`config.mk`:
```
export PLATFORM = sky130hd
export DESIGN_NAME = fss_unlock
export DESIGN_NICKNAME = d
export VERILOG_FILES = /design/src/logic/fss_pkg.sv /design/src/logic/fss_unlock.sv
export SDC_FILE = /design/constraint.sdc
export NUM_CORES = 1
export LEC_CHECK = 0
export BUFFER_PORTS_ARGS = -buffer_cell sky130_fd_sc_hd__buf_2
export CAP_MARGIN = 20
export CORE_UTILIZATION = 40
export CTS_CLUSTER_DIAMETER = 40
export CTS_CLUSTER_SIZE = 40
export DETAILED_ROUTE_END_ITERATION = 6
export PLACE_DENSITY = 0.67
export SYNTH_ARGS = -nofsm -noshare
export SYNTH_HDL_FRONTEND = slang
export SYNTH_SLANG_ARGS = --single-unit
```
`constraint.sdc`:
```
create_clock -name clock -period 2.1 [get_ports clock]
set_input_delay 0.42 -clock clock [delete_from_list [all_inputs] [get_ports clock]]
set_output_delay 0.42 -clock clock [all_outputs]
set_load 0.02 [all_outputs]
```
`src/logic/fss_pkg.sv`:
```
// constants, types and state codes for the fill-and-spill self-test sequencer
// Operation
// - In self-test the pixels receive electrically injected charge instead of photon charge.
// - An on-chip controller ties injection to the CCD sequence; the shutter governs acquisition, flush and shift as usual.
// - The frame-available flag rises when the internal shift completes, as in illuminated operation.
// - After the unlock writes the test registers stay writable until the next reset.
// - Pattern register 0xD3: bit 6 odd pixels, bit 5 pixels 2,6,10.., bit 4 pixels 4,12,20.., bit 3 pixels 0,8,16.., bit 7 unused.
// - The analog test pins are outputs by default; no stimulus may be driven before self-test mode.
// - The test registers are reached through the device's register write interface shared with analog overrides.
package fss_pkg;

	// ***************************************************************
	// register map
	// ***************************************************************
	localparam logic [7:0] ADDR_KEY_A     = 8'hD0;
	localparam logic [7:0] ADDR_KEY_B     = 8'hD1;
	localparam logic [7:0] ADDR_PRIMARY   = 8'hD2;
	localparam logic [7:0] ADDR_PATTERN   = 8'hD3;
	localparam logic [7:0] ADDR_SECONDARY = 8'hD4;
	localparam logic [7:0] ADDR_TERTIARY  = 8'hD5;

	localparam logic [7:0] KEY_A_VAL      = 8'h4A;
	localparam logic [7:0] KEY_B_VAL      = 8'h66;
	localparam logic [7:0] PRIMARY_ON     = 8'h02;
	localparam logic [7:0] SECONDARY_ON   = 8'h20;
	localparam logic [7:0] TERTIARY_ON    = 8'h21;

	localparam logic [7:0] PRIMARY_RST    = 8'h00;
	localparam logic [7:0] PATTERN_RST    = 8'h00;
	localparam logic [7:0] SECONDARY_RST  = 8'h00;
	localparam logic [7:0] TERTIARY_RST   = 8'h01;

	// unlock sequence, entry 0 first
	localparam int         UNLOCK_STEPS   = 5;
	localparam logic [4:0][7:0] UNLOCK_ADDR = {ADDR_TERTIARY, ADDR_SECONDARY, ADDR_PRIMARY, ADDR_KEY_B, ADDR_KEY_A};
	localparam logic [4:0][7:0] UNLOCK_DATA = {TERTIARY_ON, SECONDARY_ON, PRIMARY_ON, KEY_B_VAL, KEY_A_VAL};

	// pattern fields: bit 6 odd, 5 pixels 2 mod 4, 4 pixels 4 mod 8, 3 pixels 0 mod 8
	localparam int         PAT_SEL_LSB    = 3;
	localparam int         PAT_SEL_W      = 4;

	// ***************************************************************
	// timing at 20 MHz
	// ***************************************************************
	localparam int         CLK_PERIOD_NS  = 50;
	localparam int         SETTLE_NS      = 10000;
	localparam int         SHUTTER_NS     = 20000;
	localparam int         SETTLE_CYC     = (SETTLE_NS + CLK_PERIOD_NS - 1) / CLK_PERIOD_NS;
	localparam int         SHUTTER_CYC    = SHUTTER_NS / CLK_PERIOD_NS;
	localparam int         FLUSH_CYC      = 16;
	localparam int         SHIFT_CYC      = 32;
	localparam int         CNT_W          = 9;

	// ***************************************************************
	// types
	// ***************************************************************
	typedef struct packed {
		logic [7:0] primary;
		logic [7:0] pattern;
		logic [7:0] secondary;
		logic [7:0] tertiary;
	} fss_cfg_t;

	typedef struct packed {
		logic test_sel;
		logic region_sel;
		logic rd_dir;
		logic shutter;
	} fss_pins_t;

	localparam fss_cfg_t   CFG_RST        = '{PRIMARY_RST, PATTERN_RST, SECONDARY_RST, TERTIARY_RST};

	typedef enum logic [4:0] {
		ST_IDLE  = 5'b00001,
		ST_FLUSH = 5'b00010,
		ST_INTEG = 5'b00100,
		ST_SHIFT = 5'b01000,
		ST_READY = 5'b10000
	} fss_state_t;

endpackage : fss_pkg

```
`src/logic/fss_unlock.sv`:
```
// unlock sequence tracker for the test configuration space
`timescale 1ns/1ns
module fss_unlock (
	input  wire logic       clock,
	input  wire logic       rst,
	input  wire logic       wr_en,
	input  wire logic [7:0] wr_addr,
	input  wire logic [7:0] wr_data,
	output logic            unlocked
);

	logic [2:0] step_r;
	logic [2:0] step_nxt;
	logic       unlocked_r;
	logic       hit;
	logic       hit_first;

	// a wrong write restarts the sequence, but may itself be a fresh first key
	assign hit       = wr_en && (wr_addr == fss_pkg::UNLOCK_ADDR[step_r]) && (wr_data == fss_pkg::UNLOCK_DATA[step_r]);
	assign hit_first = wr_en && (wr_addr == fss_pkg::UNLOCK_ADDR[0]) && (wr_data == fss_pkg::UNLOCK_DATA[0]);
	assign step_nxt  = unlocked_r ? step_r : (hit ? step_r + 3'h1 : (wr_en ? {2'h0, hit_first} : step_r));
	assign unlocked  = unlocked_r;

	// unlock is sticky; only reset closes the space again
	always_ff @(posedge clock or posedge rst) begin
		if (rst) begin
			step_r     <= 3'h0;
			unlocked_r <= 1'b0;
		end else begin
			step_r     <= step_nxt;
			unlocked_r <= unlocked_r | (hit && (step_r == 3'(fss_pkg::UNLOCK_STEPS - 1)));
		end
	end

endmodule : fss_unlock

```
# Word-level counts from Yosys, hierarchy flattened

Memories as Yosys holds them, arrays and structs flattened.
Cells that the tools add are included.
W data, S select, Z words.

Logic and storage cells: 24
Memories kept: 2
Bits in read-only memories: 128
Register bits: 4

Bitwise logic cells: 2
$add $sub $neg: 1
Magnitude comparators: 1
Muxes and demuxes: 4
Reductions and logical operators: 7
Equal/unequal tests: 5

Memory list:

| memory          | depth | width | rd ports | clocked after memory_dff | write ports | line             | RTL |
|---|---|---|---|---|---|---|---|
| (no name shown) | 8     | 8     | 1        | 0                        | 0           | fss_unlock.sv:19 | `assign hit = wr_en && (wr_addr == fss_pkg::UNLOCK_ADDR[step_r]) && (wr_data == fss_pkg::UNLOCK_DATA[step_r]);` |
| (no name shown) | 8     | 8     | 1        | 0                        | 0           | fss_unlock.sv:19 |  |

Operator list:

| kind                  | count |
|---|---|
| $eq A8 B8 Y1          | 2 |
| $mux W8               | 2 |
| $eq A8 B7 Y1 const B  | 1 |
| $eq A8 B8 Y1 const B  | 1 |
| $mux W3               | 2 |
| $logic_and A1 B1 Y1   | 5 |
| $lt A3 B4 Y1 const B  | 1 |
| $add A3 B1 Y3 const B | 1 |
| $eq A3 B3 Y1 const B  | 1 |
| $reduce_and A2 Y1     | 1 |
| $reduce_bool A2 Y1    | 1 |
| $not A1 Y1            | 1 |
| $or A1 B1 Y1          | 1 |

# Logic depth before layout (Yosys ltp)

Depth in word-level cells: 7
Depth in mapped cells: 8
Depth with buffers taken out: 8

# Worst setup path before layout

OpenSTA, ideal clock, no wires.

Kind: register -> register
Start point: register step_r[0]
End point: register step_r[0]
Slack: 0.471 ns
Required time: 1.982 ns
Setup time: 0.118 ns
Stages on the path, launching flop included: 9
Arrival time: 1.511 ns
Cell sequence: dfrtp_1 ha_1 inv_1 ha_1 xor2_1 nand2_1 nor3_2 nand3_1 a21o_1

Longest elaborated chain between the ends: 7
Elaborated cells between the ends (all ways): 12

Ends and longest elaborated chain:

| element                             | line             | RTL |
|---|---|---|
| start: declaration                  | fss_unlock.sv:12 | `logic [2:0] step_r;` |
| start signal: assignment            | fss_unlock.sv:30 | `step_r <= step_nxt;` |
| $mem_v2 Z8 W8                       | n/a              |  |
| $mux W8 (implied by the code)       | fss_unlock.sv:19 |  |
| $eq A8 B8 Y1                        | fss_unlock.sv:19 |  |
| $logic_and A1 B1 Y1 (2 in a row)    | fss_unlock.sv:19 |  |
| $reduce_bool A2 Y1 (no source line) | n/a              |  |
| $reduce_and A2 Y1 (no source line)  | n/a              |  |

Parallel ways exist; a longest one is shown, timed or not. The select of a mux whose other input is x is not followed.
A chain may end at the register's enable or synchronous reset.

# Worst setup path after layout

Same ends and word-level chain as after synthesis.

==> results_dict.tcl <==
set metrics [dict create \
    leakage_nw 0.316 \
    period_needed_ps 1790 \
    die_area_mm2 0.00147 \
    slew_viol_final 0 \
    rsz0062_at_grt "false" \
    status "completed" \
    cts_root_buf "clkbuf_4" \
    initial_core_util_pct 45.2 \
    ir_drop_mv 0.345 \
    p_int_uw 164 \
    worst_slew_pin_slew_ps 354 \
    critical-path-top-delay-family "simple AND/OR/NAND/NOR gates" \
    clk_pin_slew_ps 40 \
    slowest_stage "dfrtp_1" \
    reg2reg_slack_ps 310 \
    cts_tree "done" \
    cts_num_sinks 4 \
    cap_violations 0 \
    fill_cells 111 \
    fin_crit_sh_pct 85.2 \
    min_path_type "in2async" \
    post_cts_buffers 0 \
    critPathLaunch "step_r[0]" \
    post-route-drc-count 0 \
    fmax_mhz 559 \
    synthFlopType "dfrtp_1" \
    setup_viol 0 \
    clkLatencyLatePin_ps 230 \
    path_common_cell "ha_1" \
    cts_max_level 1 \
    critical_path_class "reg2reg" \
    dr.pass1.iters 4 \
    power_switching_uw 51.9 \
    clock_power_share_pct 42.6 \
    die_w_um 38.4 \
    endpoint_kind "register" \
    dpl.hpwl_um 941 \
    power_frac_seq_pct 35.9 \
    grt_usage_pct 19.1 \
    hold_viol 0 \
    pwr-share-comb_pct 21.6 \
    num_vias 500 \
    postSynthCellCount 64 \
    finalPower_uw 216 \
    die_h_um 38.4 \
    post_drt_wl_per_cell_um 11.1 \
    cp_max_fo 7 \
    diodes 0 \
    grt_pass1_wl_um 1920 \
    start_kind "register" \
    rr_endpoint "step_r[0]" \
    switching_share_pct 24.0 \
    path_buf_inv 1 \
    max_stage_delay_ps 430 \
    r2r_start "step_r[0]" \
    post_route_cells_drive_above_1_share_pct 33.7 \
    yosys_warnings 0 \
    wirelength_um 1110 \
    antenna_found_initial 0 \
    post_cts_resized 0 \
    cts_hold_buf 0 \
    p_per_area_mw_per_mm2 325 \
    placed_area_um2 642 \
    rows 12 \
    gp_congestion 0.784 \
    slew_headroom_pct 76.2 \
    path_cells "ha_1, inv_1, ha_1, xor2_1, nand2_1, nor3_2, nand3_1, a21o_1" \
    fin_setup_tns_ps 0 \
    drt_first_iter_violations 5 \
    cts_buffer_depth 2 \
    postLayoutCellArea_um2 664 \
    cp.depth 8 \
    io_buffers 19 \
    crit_end "step_r[0]" \
    syn_area_per_cell_um2 8.27 \
    async_reset_ff_share_pct 100 \
    r2r_cells 8 \
    synth-seq-cells 4 \
    antenna_left 0 \
    fin_nets 113 \
    required_ps 2210 \
    vias_per_cell 5.00 \
    critical_path_arrival_ps 1900 \
    ys_types 32 \
    grt.overflow.total 0 \
    grt_pass1_vias 481 \
    syn_area_um2 529 \
    syn_nets 89 \
    pin_count 20 \
    grt_max_degree 11 \
    core_mm2 0.00117 \
    area_delta_synth_final_pct 25.5 \
    final.setup_skew_ps 2.60 \
    synth_edf_count 0 \
    seq_area_frac_synth_pct 18.9 \
    cts_buffers 3 \
]
power by group through the flow:
stage	logic, mW	registers [mW]	clock network, mW
after floorplan	0.0212	0.0785	0
after global placement	0.0459	0.0785	0
after detailed placement	0.0467	0.0785	0
after CTS	0.0469	0.0775	0.0970
after global routing	0.0518	0.0775	0.0997
final	0.0466	0.0775	0.0921
final cells by class:
class | instances | area (um^2) | share of cell area (%)
multi-input combinational | 53 | 399 | 60.1
clock buffer | 3 | 22.5 | 3.39
sequential | 4 | 100 | 15.1
inverter | 6 | 22.5 | 3.39
timing repair buffer | 20 | 103 | 15.4
tap | 14 | 17.5 | 2.64
worst min path at each step:
stage | start | end | slack (ps)
4_1_cts | rst | step_r[2] | 60
6_report | rst | step_r[2] | 60
3_3_place_gp | rst | step_r[2] | 310
5_1_grt | rst | step_r[1] | 70
3_5_place_dp | rst | step_r[2] | 310
2_1_floorplan | rst | step_r[0] | 190
sequential cells by signal (all words and copies together), names as in the netlist:
name,flops
step_r,3
unlocked,1
per-stage QoR:
step / worst slack [ps] / util, % / std cells / hold slack (ps)
after floorplan: 471 / - / 64 / 186
after global placement: 383 / 54.8 / 97 / 307
after detailed placement: 322 / 54.8 / 97 / 307
after CTS: 311 / 56.7 / 100 / 58.5
after global routing: 119 / 56.7 / 100 / 73.7
final: 312 / 56.7 / 100 / 62.0
synthesized netlist by cell type (2+ instances only):
library cell	count	area share, %
nand2_1	5	3.5
nor2_1	7	5.0
xor2_1	2	3.3
ha_1	6	14
nor4b_2	2	5.7
dfrtp_1	4	19
nand4_1	3	3.5
xnor2_1	4	6.6
o21ai_1	2	1.9
inv_1	6	4.3
nand2b_1	2	2.4
cell families (layout without fill, tap and decap cells):
logic type | Yosys count | in the layout | share of synthesized area [%]
AO/OA/AOI/OAI | 12 | 12 | 16.6
XOR/XNOR | 6 | 6 | 9.93
adder cells (fa/ha/maj) | 6 | 6 | 14.2
buffers and inverters | 7 | 29 | 5.67
flip-flops | 4 | 4 | 18.9
AND/OR/NAND/NOR | 29 | 29 | 34.8
placed cells by master, fill, tap and decap left out, types with 2 or more instances in the layout:
cell / n
buf_2: 19
clkbuf_4: 3
dfrtp_1: 4
ha_1: 6
inv_1: 6
nand2_1: 5
nand2b_1: 2
nand4_1: 3
nor2_1: 7
nor4b_2: 2
o21ai_1: 2
xnor2_1: 4
xor2_1: 2
metal layers:
| metal | track usage, % | part of all wire, % | routed length, um | up-vias |
|---|---|---|---|---|
| met5 | 0 | 0 | 0 | - |
| met4 | 7.76 | 0 | 0 | 0 |
| met3 | 3.49 | 3.6 | 40 | 0 |
| met2 | 32.2 | 48 | 530 | 14 |
| met1 | 23.7 | 49 | 538 | 214 |
| li1 | - | - | - | 272 |
(Power assumes the default switching activity.)
